File: src/hw/start_decoder_pkg.sv
// constants, register map and carrier types of the operation-start decoder
// assumes one 100 MHz system clock and the plain register port of the driver core
package start_decoder_pkg;

   // ==========================================================
   // input vector layout
   localparam int DATA_NO_W = 6;
   localparam int NUM_INPUTS = 8;
   localparam int IDX_START = 6;
   localparam int IDX_SEQ = 7;

   // ==========================================================
   // register map
   localparam int ADDR_W = 8;
   localparam logic [7:0] REG_CTRL = 8'h00;
   localparam logic [7:0] REG_POLARITY = 8'h04;
   localparam logic [7:0] REG_NET_IN = 8'h08;
   localparam logic [7:0] REG_SEL_STATUS = 8'h0C;
   localparam logic [7:0] REG_IRQ_STATUS = 8'h10;
   localparam logic [7:0] REG_IRQ_CLEAR = 8'h14;
   localparam logic [7:0] REG_IRQ_ENABLE = 8'h18;
   localparam logic [7:0] REG_ALARM_CLEAR = 8'h1C;

   // ==========================================================
   // field positions
   localparam int CTRL_ALARM_EN_BIT = 0;
   localparam int ST_SEL_LSB = 0;
   localparam int ST_LAST_LSB = 8;
   localparam int ST_ORIGIN_BIT = 16;
   localparam int ST_HOME_BIT = 17;
   localparam int ST_ALARM_BIT = 18;
   localparam int IRQ_W = 3;
   localparam int IRQ_LAUNCH = 0;
   localparam int IRQ_SEQ = 1;
   localparam int IRQ_ALARM = 2;

   // ==========================================================
   // values after reset
   localparam logic ALARM_EN_RST = 1'b0;
   localparam logic [7:0] POLARITY_RST = 8'h00;
   localparam logic [7:0] NET_IN_RST = 8'h00;
   localparam logic [5:0] LAST_USED_RST = 6'h3F;
   localparam logic [2:0] IRQ_RST = 3'h0;

   // ==========================================================
   // carriers
   typedef struct packed {
      logic wr;
      logic rd;
      logic [7:0] addr;
      logic [31:0] wdata;
   } bus_req_t;

   typedef struct packed {
      logic valid;
      logic sequential;
      logic [5:0] data_no;
   } launch_t;

   // wraps from 63 back to 0
   function automatic logic [5:0] next_data_no(input logic [5:0] cur);
      next_data_no = cur + 6'h01;
   endfunction : next_data_no

endpackage : start_decoder_pkg

File: src/hw/input_conditioner.sv
// three-stage synchroniser, agreement filter and contact polarity for direct inputs
// assumes raw levels are photocoupler current states from outside the clock domain
`timescale 1ns/1ps
`default_nettype none
module input_conditioner #(
   parameter int WIDTH = 8
) (
   input wire logic sys_clk,
   input wire logic rst_n,
   input wire logic [WIDTH-1:0] current_raw,
   input wire logic [WIDTH-1:0] normally_closed,
   output logic [WIDTH-1:0] asserted
);

   logic [WIDTH-1:0] s1_q;
   logic [WIDTH-1:0] s2_q;
   logic [WIDTH-1:0] s3_q;
   logic [WIDTH-1:0] stable_q;
   logic [WIDTH-1:0] stable_d;

   // ==========================================================
   // filter: a change counts once stages two and three agree
   always_comb begin
      stable_d = stable_q;
      for (int i = 0; i < WIDTH; i++) begin
         if (s2_q[i] == s3_q[i]) begin
            stable_d[i] = s2_q[i];
         end
      end
   end

   always_ff @(posedge sys_clk or negedge rst_n) begin
      if (!rst_n) begin
         s1_q <= '0;
         s2_q <= '0;
         s3_q <= '0;
         stable_q <= '0;
      end else begin
         s1_q <= current_raw;
         s2_q <= s1_q;
         s3_q <= s2_q;
         stable_q <= stable_d;
      end
   end

   // normally-closed contacts read as on while no current flows
   assign asserted = stable_q ^ normally_closed;

endmodule : input_conditioner
`default_nettype wire

File: src/hw/motion_start_input_decoder.sv
// operation-start decoder: select lines, start and sequential start to launch requests
// assumes origin and home status come from position logic on sys_clk; direct pins are async
`timescale 1ns/1ps
`default_nettype none
module motion_start_input_decoder
   import start_decoder_pkg::*;
(
   input wire logic sys_clk,
   input wire logic rst_n,
   input wire logic data_sel_bit0,
   input wire logic data_sel_bit1,
   input wire logic data_sel_bit2,
   input wire logic data_sel_bit3,
   input wire logic data_sel_bit4,
   input wire logic data_sel_bit5,
   input wire logic start_in,
   input wire logic sequential_start,
   input wire logic origin_set,
   input wire logic motor_at_home,
   input wire start_decoder_pkg::bus_req_t bus_req,
   output logic [31:0] rd_data,
   output start_decoder_pkg::launch_t launch,
   output logic alarm_out,
   output logic home_pos_out,
   output logic irq
);
   import start_decoder_pkg::*;

   // ==========================================================
   // register file state
   logic alarm_en_q;
   logic alarm_en_d;
   logic [7:0] polarity_q;
   logic [7:0] polarity_d;
   logic [7:0] net_in_q;
   logic [7:0] net_in_d;
   logic [IRQ_W-1:0] irq_en_q;
   logic [IRQ_W-1:0] irq_en_d;
   logic irq_clr_wr;
   logic alarm_clr_wr;

   always_comb begin
      alarm_en_d = alarm_en_q;
      polarity_d = polarity_q;
      net_in_d = net_in_q;
      irq_en_d = irq_en_q;
      irq_clr_wr = 1'b0;
      alarm_clr_wr = 1'b0;
      if (bus_req.wr) begin
         unique case (bus_req.addr)
            REG_CTRL: begin
               alarm_en_d = bus_req.wdata[CTRL_ALARM_EN_BIT];
            end
            REG_POLARITY: begin
               polarity_d = bus_req.wdata[7:0];
            end
            REG_NET_IN: begin
               net_in_d = bus_req.wdata[7:0];
            end
            REG_IRQ_ENABLE: begin
               irq_en_d = bus_req.wdata[IRQ_W-1:0];
            end
            REG_IRQ_CLEAR: begin
               irq_clr_wr = 1'b1;
            end
            REG_ALARM_CLEAR: begin
               alarm_clr_wr = bus_req.wdata[0];
            end
            default: begin
            end
         endcase
      end
   end

   always_ff @(posedge sys_clk or negedge rst_n) begin
      if (!rst_n) begin
         alarm_en_q <= ALARM_EN_RST;
         polarity_q <= POLARITY_RST;
         net_in_q <= NET_IN_RST;
         irq_en_q <= IRQ_RST;
      end else begin
         alarm_en_q <= alarm_en_d;
         polarity_q <= polarity_d;
         net_in_q <= net_in_d;
         irq_en_q <= irq_en_d;
      end
   end

   // ==========================================================
   // input conditioning: direct contacts or'ed with network bits
   logic [NUM_INPUTS-1:0] direct_lvl;
   logic [NUM_INPUTS-1:0] in_lvl;
   logic [DATA_NO_W-1:0] sel_lvl;
   logic start_lvl;
   logic seq_lvl;

   input_conditioner #(
      .WIDTH(NUM_INPUTS)
   ) u_cond (
      .sys_clk(sys_clk),
      .rst_n(rst_n),
      .current_raw({sequential_start, start_in, data_sel_bit5, data_sel_bit4,
                    data_sel_bit3, data_sel_bit2, data_sel_bit1, data_sel_bit0}),
      .normally_closed(polarity_q),
      .asserted(direct_lvl)
   );

   // network bits read as on when 1, either source may assert an input
   assign in_lvl = direct_lvl | net_in_q;
   // highest-numbered select line is the most significant bit
   assign sel_lvl = in_lvl[DATA_NO_W-1:0];
   assign start_lvl = in_lvl[IDX_START];
   assign seq_lvl = in_lvl[IDX_SEQ];

   // ==========================================================
   // edge detection and launch
   logic start_prev_q;
   logic seq_prev_q;
   logic start_rise;
   logic seq_rise;
   logic [DATA_NO_W-1:0] last_q;
   logic [DATA_NO_W-1:0] last_d;
   launch_t launch_q;
   launch_t launch_d;

   // a held input launches once; a new launch needs the input to drop first
   assign start_rise = start_lvl & ~start_prev_q;
   assign seq_rise = seq_lvl & ~seq_prev_q;

   always_comb begin
      last_d = last_q;
      launch_d = '0;
      // plain start wins when both rise together; the sequential edge is dropped
      if (start_rise) begin
         launch_d.valid = 1'b1;
         launch_d.sequential = 1'b0;
         launch_d.data_no = sel_lvl;
         last_d = sel_lvl;
      end else if (seq_rise) begin
         launch_d.valid = 1'b1;
         launch_d.sequential = 1'b1;
         launch_d.data_no = next_data_no(last_q);
         last_d = next_data_no(last_q);
      end
   end

   always_ff @(posedge sys_clk or negedge rst_n) begin
      if (!rst_n) begin
         start_prev_q <= 1'b0;
         seq_prev_q <= 1'b0;
         last_q <= LAST_USED_RST;
         launch_q <= '0;
      end else begin
         start_prev_q <= start_lvl;
         seq_prev_q <= seq_lvl;
         last_q <= last_d;
         launch_q <= launch_d;
      end
   end

   assign launch = launch_q;

   // ==========================================================
   // alarm, home status and interrupts
   logic alarm_q;
   logic alarm_d;
   logic alarm_event;
   logic home_q;
   logic [IRQ_W-1:0] irq_status_q;
   logic [IRQ_W-1:0] irq_status_d;
   logic [IRQ_W-1:0] irq_events;
   logic irq_q;
   logic irq_d;

   assign alarm_event = launch_d.valid & alarm_en_q & ~origin_set;
   assign irq_events = {alarm_event, launch_d.valid & launch_d.sequential,
                        launch_d.valid & ~launch_d.sequential};

   always_comb begin
      alarm_d = alarm_q;
      if (alarm_clr_wr) begin
         alarm_d = 1'b0;
      end
      // a new alarm beats a clear in the same cycle
      if (alarm_event) begin
         alarm_d = 1'b1;
      end
      irq_status_d = irq_status_q;
      if (irq_clr_wr) begin
         irq_status_d = irq_status_q & ~bus_req.wdata[IRQ_W-1:0];
      end
      irq_status_d = irq_status_d | irq_events;
      // use the next enable too, so the level never lags a write to the enable register
      irq_d = |(irq_status_d & irq_en_d);
   end

   always_ff @(posedge sys_clk or negedge rst_n) begin
      if (!rst_n) begin
         alarm_q <= 1'b0;
         home_q <= 1'b0;
         irq_status_q <= IRQ_RST;
         irq_q <= 1'b0;
      end else begin
         alarm_q <= alarm_d;
         home_q <= motor_at_home;
         irq_status_q <= irq_status_d;
         irq_q <= irq_d;
      end
   end

   assign alarm_out = alarm_q;
   assign home_pos_out = home_q;
   assign irq = irq_q;

   // ==========================================================
   // read port: data stand one cycle after the strobe, zero otherwise
   logic [31:0] rd_q;
   logic [31:0] rd_d;

   always_comb begin
      rd_d = 32'h0000_0000;
      if (bus_req.rd) begin
         unique case (bus_req.addr)
            REG_CTRL: begin
               rd_d[CTRL_ALARM_EN_BIT] = alarm_en_q;
            end
            REG_POLARITY: begin
               rd_d[7:0] = polarity_q;
            end
            REG_NET_IN: begin
               rd_d[7:0] = net_in_q;
            end
            REG_SEL_STATUS: begin
               rd_d[ST_SEL_LSB +: DATA_NO_W] = sel_lvl;
               rd_d[ST_LAST_LSB +: DATA_NO_W] = last_q;
               rd_d[ST_ORIGIN_BIT] = origin_set;
               rd_d[ST_HOME_BIT] = home_q;
               rd_d[ST_ALARM_BIT] = alarm_q;
            end
            REG_IRQ_STATUS: begin
               rd_d[IRQ_W-1:0] = irq_status_q;
            end
            REG_IRQ_ENABLE: begin
               rd_d[IRQ_W-1:0] = irq_en_q;
            end
            default: begin
            end
         endcase
      end
   end

   always_ff @(posedge sys_clk or negedge rst_n) begin
      if (!rst_n) begin
         rd_q <= 32'h0000_0000;
      end else begin
         rd_q <= rd_d;
      end
   end

   assign rd_data = rd_q;
endmodule : motion_start_input_decoder
`default_nettype wire

File: config.mk
export PLATFORM = sky130hd
export DESIGN_NAME = motion_start_input_decoder
export DESIGN_NICKNAME = d
export VERILOG_FILES = /design/src/hw/start_decoder_pkg.sv /design/src/hw/input_conditioner.sv /design/src/hw/motion_start_input_decoder.sv
export SDC_FILE = /design/constraint.sdc
export NUM_CORES = 1
export LEC_CHECK = 0
export BUFFER_PORTS_ARGS = -buffer_cell sky130_fd_sc_hd__buf_2
export CAP_MARGIN = 20
export CORE_MARGIN = 5
export CORE_UTILIZATION = 52
export DETAILED_ROUTE_END_ITERATION = 7
export GPL_TIMING_DRIVEN = 0
export PLACE_DENSITY = 0.83
export SYNTH_ARGS = -nofsm -noshare
export SYNTH_HDL_FRONTEND = slang
export SYNTH_HIERARCHICAL = 1
export SYNTH_SLANG_ARGS = --single-unit
File: constraint.sdc
create_clock -name sys_clk -period 1.96 [get_ports sys_clk]
set_clock_uncertainty 0.15 [all_clocks]
set_input_delay 0.098 -clock sys_clk [delete_from_list [all_inputs] [get_ports sys_clk]]
set_output_delay 0.098 -clock sys_clk [all_outputs]
set_load 0.1 [all_outputs]
==> results of run 1 <==
-- sequential cells by signal, indices dropped and copies added, names as in the netlist --
name             count
u_cond/s1_q          8
irq                  1
net_in_q             8
alarm_out            1
home_pos_out         1
irq_status_q         3
alarm_en_q           1
start_prev_q         1
last_q               6
u_cond/s2_q          8
polarity_q           8
irq_en_q             3
u_cond/s3_q          8
launch               8
rd_data             17
seq_prev_q           1
u_cond/stable_q      8
-- layout make-up --
type / instances / area, µm² / area share (%)
Timing Repair Buffer: 77 / 510.5 / 11.38
Clock inverter: 4 / 28.78 / 0.6416
Buffer: 22 / 145.1 / 3.236
Tap cell: 96 / 120.1 / 2.678
Multi-Input combinational cell: 177 / 1216 / 27.11
Inverter: 12 / 45.04 / 1.004
Clock buffer: 12 / 135.1 / 3.013
Sequential cell: 91 / 2285 / 50.93
-- metal layers --
layer / share of wire, % / GRT usage [%]
met5: 0 / 0
met4: 0.57 / 6.017
met1: 42 / 23.31
met3: 6.9 / 3.686
met2: 50 / 27.87
-- stage by stage --
step | hold WS [ns] | setup WS (ns) | instances
6_report | 0.02293 | 0.04701 | 491
4_1_cts | 0.002338 | 0.04188 | 491
2_1_floorplan | -0.3476 | 0.2569 | 303
3_3_place_gp | 0.05525 | -0.3150 | 454
3_5_place_dp | -0.05906 | -0.3221 | 455
5_1_grt | 0.03245 | 0.03993 | 491
-- worst min-delay path by stage --
stage | slack, ns | end | cells past startpoint | startpoint
2_1_floorplan | -0.35 | alarm_en_q | 0 | rst_n
3_3_place_gp | 0.06 | u_cond/s1_q[1] | 1 | data_sel_bit1
3_5_place_dp | -0.06 | rd_data[17] | 1 | rst_n
4_1_cts | 0.002 | rd_data[2] | 4 | bus_req[38]
5_1_grt | 0.03 | irq_status_q[1] | 5 | bus_req[37]
6_report | 0.02 | irq_status_q[1] | 5 | bus_req[37]
-- worst reg2reg max path, cell delays in order, from the launching register on --
cell and delay (ns):
dfrtp_1 0.42, xor2_1 0.29, o21bai_2 0.17, nand2_1 0.18, inv_1 0.13, a21oi_1 0.21, o221ai_1 0.14
-- power by group through the flow --
stage | Combinational, mW | Sequential [mW] | Clock [mW]
2_1_floorplan | 0.409 | 2.51 | 0
4_1_cts | 0.945 | 2.18 | 1.10
3_3_place_gp | 0.883 | 2.21 | 0
5_1_grt | 1.00 | 2.21 | 1.21
3_5_place_dp | 0.911 | 2.22 | 0
6_report | 0.944 | 2.19 | 1.07
-- cells by family (layout without fill, tap and decap cells) --
group | Yosys count | in the layout | share of synthesized area [%]
buf+inv | 35 | 127 | 5.330
other cells | 1 | 15 | 0.1031
xor+xnor | 16 | 16 | 3.852
mux | 18 | 18 | 5.502
compound gates | 53 | 53 | 9.732
flops | 91 | 91 | 62.79
simple gates | 66 | 66 | 9.869
fa+ha+maj | 9 | 9 | 2.820
-- cells in the final DEF, fill, tap and decap left out, types with 3 or more instances in the layout --
cell and n:
mux2_2 16, inv_1 12, clkbuf_8 9, a32oi_1 3, and2_1 9, nand3_1 8
nand2_1 13, nor2_1 14, conb_1 15, maj3_2 8, nand4_1 4, xor2_1 13
buf_4 17, or2_2 4, a21oi_1 4, dlygate4sd3_1 20, a22oi_1 3, xnor2_1 3
dfrtp_1 85, dfstp_2 6, buf_2 56, clkbuf_1 6, o21ai_0 21
-- what timing repair did --
item                                    CTS  global route
resized for setup                         0             1
hold endpoints to repair                128             0
endpoints found under the setup margin    0             3
hold buffers                             20             0
==> run_results.csv, run 1 <==
group,metric,value,unit
worst_setup_path,cp_cell_sequence,"buf_2, nor3_1, nand4_1, mux2_2",
worst_setup_path,worstRegToRegCells,6,
clock_network,clock_path_buffers,2,
finish,nets,445,
worst_setup_path,critPathArrivalTime,1.99,ns
die,chipHeight,93.65,µm
finish,finalInstanceArea,0.004486,mm²
synth,yosys_register_bits,91,
route,wl_per_cell,14.33,µm
finish,syn_to_final_growth,23.28,%
global_routing,grt_pass1_vias,2506,
worst_setup_path,critical-path-max-stage-delay,0.68,ns
worst_setup_path,path_delay_family,"simple AND/OR/NAND/NOR gates",
power_and_ir_drop,p_leak,2.195,nW
place,portBuffers,55,
route,drt_wl_total,7038,µm
finish,drive_gt1_share,32.41,%
synth,synth.top_cells.by_count,"dfrtp_1, o21ai_0, buf_4, mux2_2, nor2_1",
synth,synth_area_leaders,"dfrtp_1, mux2_2, dfstp_2",
synth,seq_area_frac_synth,62.79,%
worst_setup_path,critPathKind,"in -> reg",
clock_network,cts_tree,"yes",
sta,slew_viol_final,0,
worst_setup_path,cp_num_buf_inv,1,
route,drcViolationCount,0,
synth,ys.flop_type,"dfrtp_1",
sta,setup_viol,0,
outcome,status,"completed",
synth,synth_top_area_share,58.46,%
synth,synth_warnings,6,
sta,slew_headroom,45.01,%
route,vias,2454,
synth,syn_inst,289,
place,post-dp-hpwl,5083,µm
die,rows,30,
die,die_area,0.008770,mm²
route,drtAntennaViolNets,0,
sta,tns,0,ns
global_routing,antenna_found_initial,0,
power_and_ir_drop,power_frac_comb,22.5,%
clock_network,clk_latency,0.34,ns
sta,hold_violations,0,
die,start_util,53.55,%
power_and_ir_drop,ir_worst_vdd,0.0003641,V
worst_setup_path,path_depth,4,
worst_setup_path,cp_max_fo,10,
clock_network,cts_setup_buffers,0,
worst_setup_path,crit_path_end,"net_in_q[3]",
die,io_pins,97,
power_and_ir_drop,power_frac_seq,52.1,%
synth,synthArstFlopShare,100.0,%
worst_setup_path,worst_setup_path_end_kind,"register",
worst_setup_path,cp.required,2.04,ns
route,dr.pass1.iters,4,
synth,synth.avg_cell_area,12.59,µm²
worst_setup_path,cp_slowest_cell,"nor3_1",
worst_setup_path,r2r_end,"irq",
synth,syn-cell-area,0.003638,mm²
power_and_ir_drop,p_switching,1.403,mW
global_routing,grt_pass1_wl,11900,µm
die,dieWidth,93.65,µm
power_and_ir_drop,swShare,33.45,%
finish,antenna_cells,0,
clock_network,clock_sinks,91,
sta,fin_crit,1.913,ns
power_and_ir_drop,power,4.196,mW
place,dpl_cell_area,0.004116,mm²
synth,synth.distinct_cells,51,
global_routing,grt_usage,17.30,%
power_and_ir_drop,power.internal,2.792,mW
finish,n_fill_cell,538,
run,cap_violations,0,
synth,yosysMostFrequentCell,"dfrtp_1",
clock_network,cts_root_buffer,"clkbuf_8",
synth,synth_top_area_cell,"dfrtp_1",
power_and_ir_drop,power.density,935.4,mW/mm²
synth,synth_edf_count,0,
worst_setup_path,setup.worst_path.start,"bus_req[33]",
sta,rsz0062_at_grt,"no",
place,globalplace.congestion,0.8524,
power_and_ir_drop,clkPwrFrac,25.4,%
sta,worst_pin_slew,0.8186,ns
min_path,hold_path.class,"in -> reg",
route,first_iter_violations,190,
global_routing,gr-total-overflow,0,
worst_setup_path,reg2reg_from,"polarity_q[6]",
die,core_area,0.006794,mm²
finish,postLayoutCoreUtil,66.02,%
sta,finalCritPeriodShare,97.60,%
worst_setup_path,rrSetupSlack,0.13,ns
clock_network,htree_levels,3,
sta,fmax,522.7,MHz
global_routing,grt_max_degree,54,
route,avgViaCountPerCell,4.998,
clock_network,cts.reportedPaths.clkPinSlew,0.08,ns
clock_network,cts_buffers,9,
worst_setup_path,startpoint_type,"primary input",
(Power assumes the default switching activity.)
==> inputs of run 2 (changes only) <==
BUFFER_PORTS_ARGS = default   (was -buffer_cell sky130_fd_sc_hd__buf_2)
CORE_UTILIZATION = 55   (was 52)
DONT_BUFFER_PORTS = 1   (was default)
PLACE_DENSITY = 0.74   (was 0.83)
==> run 2 against run 1 <==
Against the previous run: non-clock buffer count down 49; critical path type unchanged; final area down 5.3%; sequential power up 15%; the flow now finishes with violations (hold timing); cell count down 14%; largest cell class unchanged; maximum frequency up 1.9%; power down 0.27%; via count down 6.0%.
==> run_results.csv, run 2 (synthesized netlist as in run 1, its figures left out) <==
group,metric,value,unit
outcome,status,"finished, violations left",
outcome,violations,"hold timing",
worst_setup_path,cp_cell_sequence,"dlygate4sd3_1, or4b_4, or3_4, mux2i_2, o221ai_1",
route,drcViolationCount,0,
finish,layout_commonest_cell,"dfrtp_1",
route,avgViaCountPerCell,5.467,
route,dr_wl_met3,464,µm
finish,finalInstanceArea,0.004247,mm²
sta,rsz0062_at_grt,"no",
worst_setup_path,cp_slowest_cell,"or4b_4",
finish,most-common-layout-cells,"dfrtp_1, dlygate4sd3_1, o21ai_0, buf_4, mux2_2",
worst_setup_path,cp.required,2.01,ns
worst_setup_path,path_depth,5,
worst_setup_path,cp_num_buf_inv,1,
global_routing,grt_pass1_wl,11410,µm
clock_network,clock_sinks,91,
sta,hold_violations,91,
worst_setup_path,critical-path-max-stage-delay,0.56,ns
worst_setup_path,startpoint_type,"primary input",
sta,slew_headroom,37.27,%
worst_setup_path,worstRegToRegCells,6,
clock_network,cts_setup_buffers,0,
route,drtAntennaViolNets,0,
route,vias,2307,
route,wl_met1,3025,µm
global_routing,gr-total-overflow,0,
route,dr.pass1.iters,4,
sta,hold_slack,-0.7135,ns
worst_setup_path,worst_setup_path_end_kind,"register",
clock_network,clock_path_buffers,2,
run,cap_violations,0,
clock_network,htree_levels,3,
clock_network,cts_buffers,9,
place,portBuffers,0,
finish,syn_to_final_growth,16.71,%
die,chipHeight,91.34,µm
sta,setup_viol,0,
global_routing,grt_usage,17.18,%
worst_setup_path,cp_max_fo,4,
sta,worst_pin_slew,0.9409,ns
die,rows,29,
die,core_area,0.006386,mm²
place,dpl_cell_area,0.003787,mm²
power_and_ir_drop,ir_worst_vdd,0.0007605,V
finish,nets,396,
clock_network,hold_buffers,27,
global_routing,grt_pass1_vias,2223,
worst_setup_path,rrSetupSlack,0.19,ns
finish,largest_reg_flops,17,
worst_setup_path,r2r_end,"irq",
sta,fin_crit,1.878,ns
place,globalplace.congestion,0.8780,
sta,finalCritPeriodShare,95.82,%
finish,antenna_cells,0,
global_routing,antenna_found_initial,0,
sta,slew_viol_final,0,
global_routing,grt_max_degree,92,
route,first_iter_violations,166,
route,wl_per_cell,16.45,µm
power_and_ir_drop,power.density,985.3,mW/mm²
clock_network,clk_latency,0.34,ns
finish,drive_gt1_share,21.16,%
route,top_layer,"met4",
route,route.met2.wl,3326,µm
power_and_ir_drop,power,4.184,mW
worst_setup_path,critPathArrivalTime,1.93,ns
die,io_pins,97,
die,start_util,56.97,%
finish,postLayoutCoreUtil,66.50,%
sta,fmax,532.5,MHz
min_path,hold_path.class,"in -> async",
power_and_ir_drop,p_leak,1.975,nW
die,die_area,0.008342,mm²
worst_setup_path,setup.worst_path.start,"bus_req[33]",
clock_network,cts_root_buffer,"clkbuf_8",
worst_setup_path,crit_path_end,"irq",
worst_setup_path,path_delay_family,"simple AND/OR/NAND/NOR gates",
worst_setup_path,critPathKind,"in -> reg",
worst_setup_path,reg2reg_from,"polarity_q[6]",
route,drt_wl_total,6943,µm
die,dieWidth,91.34,µm
clock_network,cts.reportedPaths.clkPinSlew,0.09,ns
place,post-dp-hpwl,4789,µm
clock_network,cts_tree,"yes",
[run 2: timing repair]
| action | in CTS | in global routing |
|---|---|---|
| gates resized for setup | 0 | 3 |
| hold endpoints to repair | 134 | 91 |
| setup endpoints to repair | 0 | 5 |
[run 2: stage by stage]
| step | TNS, ns | worst slack, ns | std cells |
|---|---|---|---|
| floorplan | 0 | 0.2569 | 303 |
| detailed placement | -1.919 | -0.1856 | 380 |
| global placement | -2.475 | -0.2302 | 380 |
| CTS | 0 | 0.04604 | 422 |
| global route | 0 | 0.01674 | 422 |
| finish | 0 | 0.08192 | 422 |
[run 2: final cells by class]
class / count / area (µm²)
plain buffers: 22 / 145.1
clock buffers: 12 / 135.1
clock inverters: 3 / 40.04
fillers: 487 / 2140
inverters: 12 / 45.04
multi-input cells: 177 / 1225
flip-flops and latches: 91 / 2285
well taps: 77 / 96.34
repair buffers: 28 / 275.3
[run 2: worst min path at each step]
stage | to | slack [ns] | start
final | launch[5] | -0.71 | rst_n
after global routing | home_pos_out | -0.73 | rst_n
after CTS | home_pos_out | -0.72 | rst_n
after detailed placement | home_pos_out | -0.35 | rst_n
after global placement | home_pos_out | -0.35 | rst_n
after floorplan | alarm_en_q | -0.35 | rst_n
[run 2: routing by layer]
layer,up-vias,global-route usage (%)
li1,1078,-
met1,1132,23.87
met2,84,26.68
met3,13,3.554
met4,0,6.724
met5,-,0
[run 2: power breakdown]
part / switching [mW] / internal (mW)
Sequential: 0.446 / 2.06
Combinational: 0.307 / 0.216
Clock: 0.573 / 0.580
Total: 1.33 / 2.86
==> inputs of run 3 (changes only) <==
CORE_MARGIN = default   (was 5)
SLEW_MARGIN = 30   (was default)
==> run 3 against run 2 <==
Against the previous run: the flow finishes with violations (hold timing, setup timing); critical path type unchanged; hold slack worse by 0.0047 ns; highest routed layer unchanged; cell count up 0.24%; non-clock buffer count unchanged.
==> run_results.csv, run 3 (synthesized netlist as in run 1, its figures left out) <==
group,metric,value,unit
outcome,status,"finished, violations left",
outcome,violations,"hold timing, setup timing",
finish,drive_gt1_share,21.97,%
clock_network,clock_path_buffers,2,
global_routing,grt_max_degree,92,
power_and_ir_drop,ir_worst_vdd,0.0007446,V
global_routing,grtUsageMet2,32.27,%
die,die_area,0.006945,mm²
sta,fmax,509.6,MHz
power_and_ir_drop,power,4.407,mW
sta,finalCritPeriodShare,100.1,%
sta,hold_slack,-0.7182,ns
worst_setup_path,cp_slowest_cell,"dlygate4sd3_1",
route,first_iter_violations,139,
clock_network,clock_sinks,91,
global_routing,gr-total-overflow,0,
finish,syn_to_final_growth,18.29,%
global_routing,grt_usage,20.53,%
finish,postLayoutCoreUtil,67.78,%
sta,rsz0062_at_grt,"yes",
global_routing,grtUsageMet3,4.871,%
sta,fin_crit,1.962,ns
worst_setup_path,worst_setup_path_end_kind,"register",
clock_network,cts_buffers,9,
die,dieWidth,83.34,µm
worst_setup_path,cp_num_buf_inv,2,
route,wl_per_cell,15.84,µm
route,drt_wl_total,6702,µm
die,chipHeight,83.34,µm
route,vias,2277,
clock_network,htree_levels,3,
clock_network,clk_latency,0.35,ns
sta,slew_headroom,38.38,%
die,io_pins,97,
place,globalplace.congestion,0.8836,
worst_setup_path,critPathArrivalTime,2.02,ns
power_and_ir_drop,power.density,1024,mW/mm²
place,dp_slack,-0.1598,ns
clock_network,cts_tree,"yes",
worst_setup_path,cp_max_fo,6,
sta,tns,-0.002437,ns
route,drcViolationCount,0,
global_routing,antenna_found_initial,0,
finish,largest_reg_flops,17,
finish,n_fill_cell,469,
global_routing,top_usage_layer,"met2",
sta,hold_violations,92,
worst_setup_path,startpoint_type,"primary input",
finish,most-common-layout-cells,"dfrtp_1, dlygate4sd3_1, o21ai_0, buf_4, mux2_2",
clock_network,cts_root_buffer,"clkbuf_8",
die,rows,29,
run,cap_violations,0,
global_routing,grt_pass1_vias,2220,
route,avgViaCountPerCell,5.383,
global_routing,use_met1,26.98,%
finish,antenna_cells,0,
die,start_util,57.30,%
clock_network,cts_setup_buffers,0,
finish,finalInstanceArea,0.004304,mm²
place,portBuffers,0,
route,drtAntennaViolNets,0,
worst_setup_path,critical-path-max-stage-delay,0.56,ns
sta,slew_viol_final,0,
sta,worst_slack,-0.002437,ns
worst_setup_path,critPathKind,"in -> reg",
clock_network,hold_buffers,28,
worst_setup_path,cp.required,2.02,ns
sta,setup_viol,1,
die,core_area,0.006350,mm²
worst_setup_path,cp_cell_sequence,"dlygate4sd3_1, or4b_1, buf_2, or3_4, mux2i_1, o221ai_1",
finish,layout_commonest_cell,"dfrtp_1",
finish,nets,396,
place,post-dp-hpwl,4458,µm
place,dpl_cell_area,0.003794,mm²
worst_setup_path,path_delay_family,"simple AND/OR/NAND/NOR gates",
route,dr.pass1.iters,4,
power_and_ir_drop,p_leak,2.004,nW
global_routing,grt_pass1_wl,10930,µm
sta,worst_pin_slew,0.9243,ns
min_path,hold_path.class,"in -> async",
clock_network,cts.reportedPaths.clkPinSlew,0.09,ns
-- run 3: worst paths after layout --
kind                           startpoint               to  slack (ns)  cells past startpoint
max reg2reg                 polarity_q[6]              irq        0.17                      6
max in group asynchronous           rst_n        last_q[1]        2.19                      0
max                           bus_req[38]              irq      -0.002                      6
min                                 rst_n      rd_data[13]       -0.72                      0
min in group sys_clk          bus_req[37]  irq_status_q[1]       -0.09                      4
min reg2reg                u_cond/s1_q[3]   u_cond/s2_q[3]        0.20                      0
-- run 3: metal layers --
layer  vias up  share of wire, %  wire length [µm]
met2        88                47              3142
met5         -                 0                 0
li1       1081                 -                 -
met4         0               2.0               135
met1      1096                46              3067
met3        12               5.3               356
-- run 3: cell type report --
type / instances / area, µm² / share of cell area, %
plain buffers: 22 / 145.1 / 3.372
inverters: 12 / 45.04 / 1.047
repair buffers: 28 / 280.3 / 6.512
clock inverters: 6 / 87.58 / 2.035
multi-input cells: 177 / 1227 / 28.52
clock buffers: 10 / 137.6 / 3.198
well taps: 77 / 96.34 / 2.238
flip-flops and latches: 91 / 2285 / 53.08
-- run 3: repair_timing --
action                                 CTS  global route
resized for setup                        0             2
setup endpoints to repair                0             7
endpoints found under the hold margin  134            92
-- run 3: report_power, final --
part           total [mW]  internal (mW)  leakage (nW)  switching [mW]
clock                1.38          0.755         0.117           0.626
sequential           2.50           2.06          1.14           0.442
combinational       0.523          0.217         0.746           0.306
-- run 3: metrics by stage --
step / cells / hold WS (ns)
CTS: 424 / -0.7349
floorplan: 303 / -0.3476
global placement: 380 / -0.3459
global route: 423 / -0.7448
finish: 423 / -0.7182
detailed placement: 380 / -0.3459
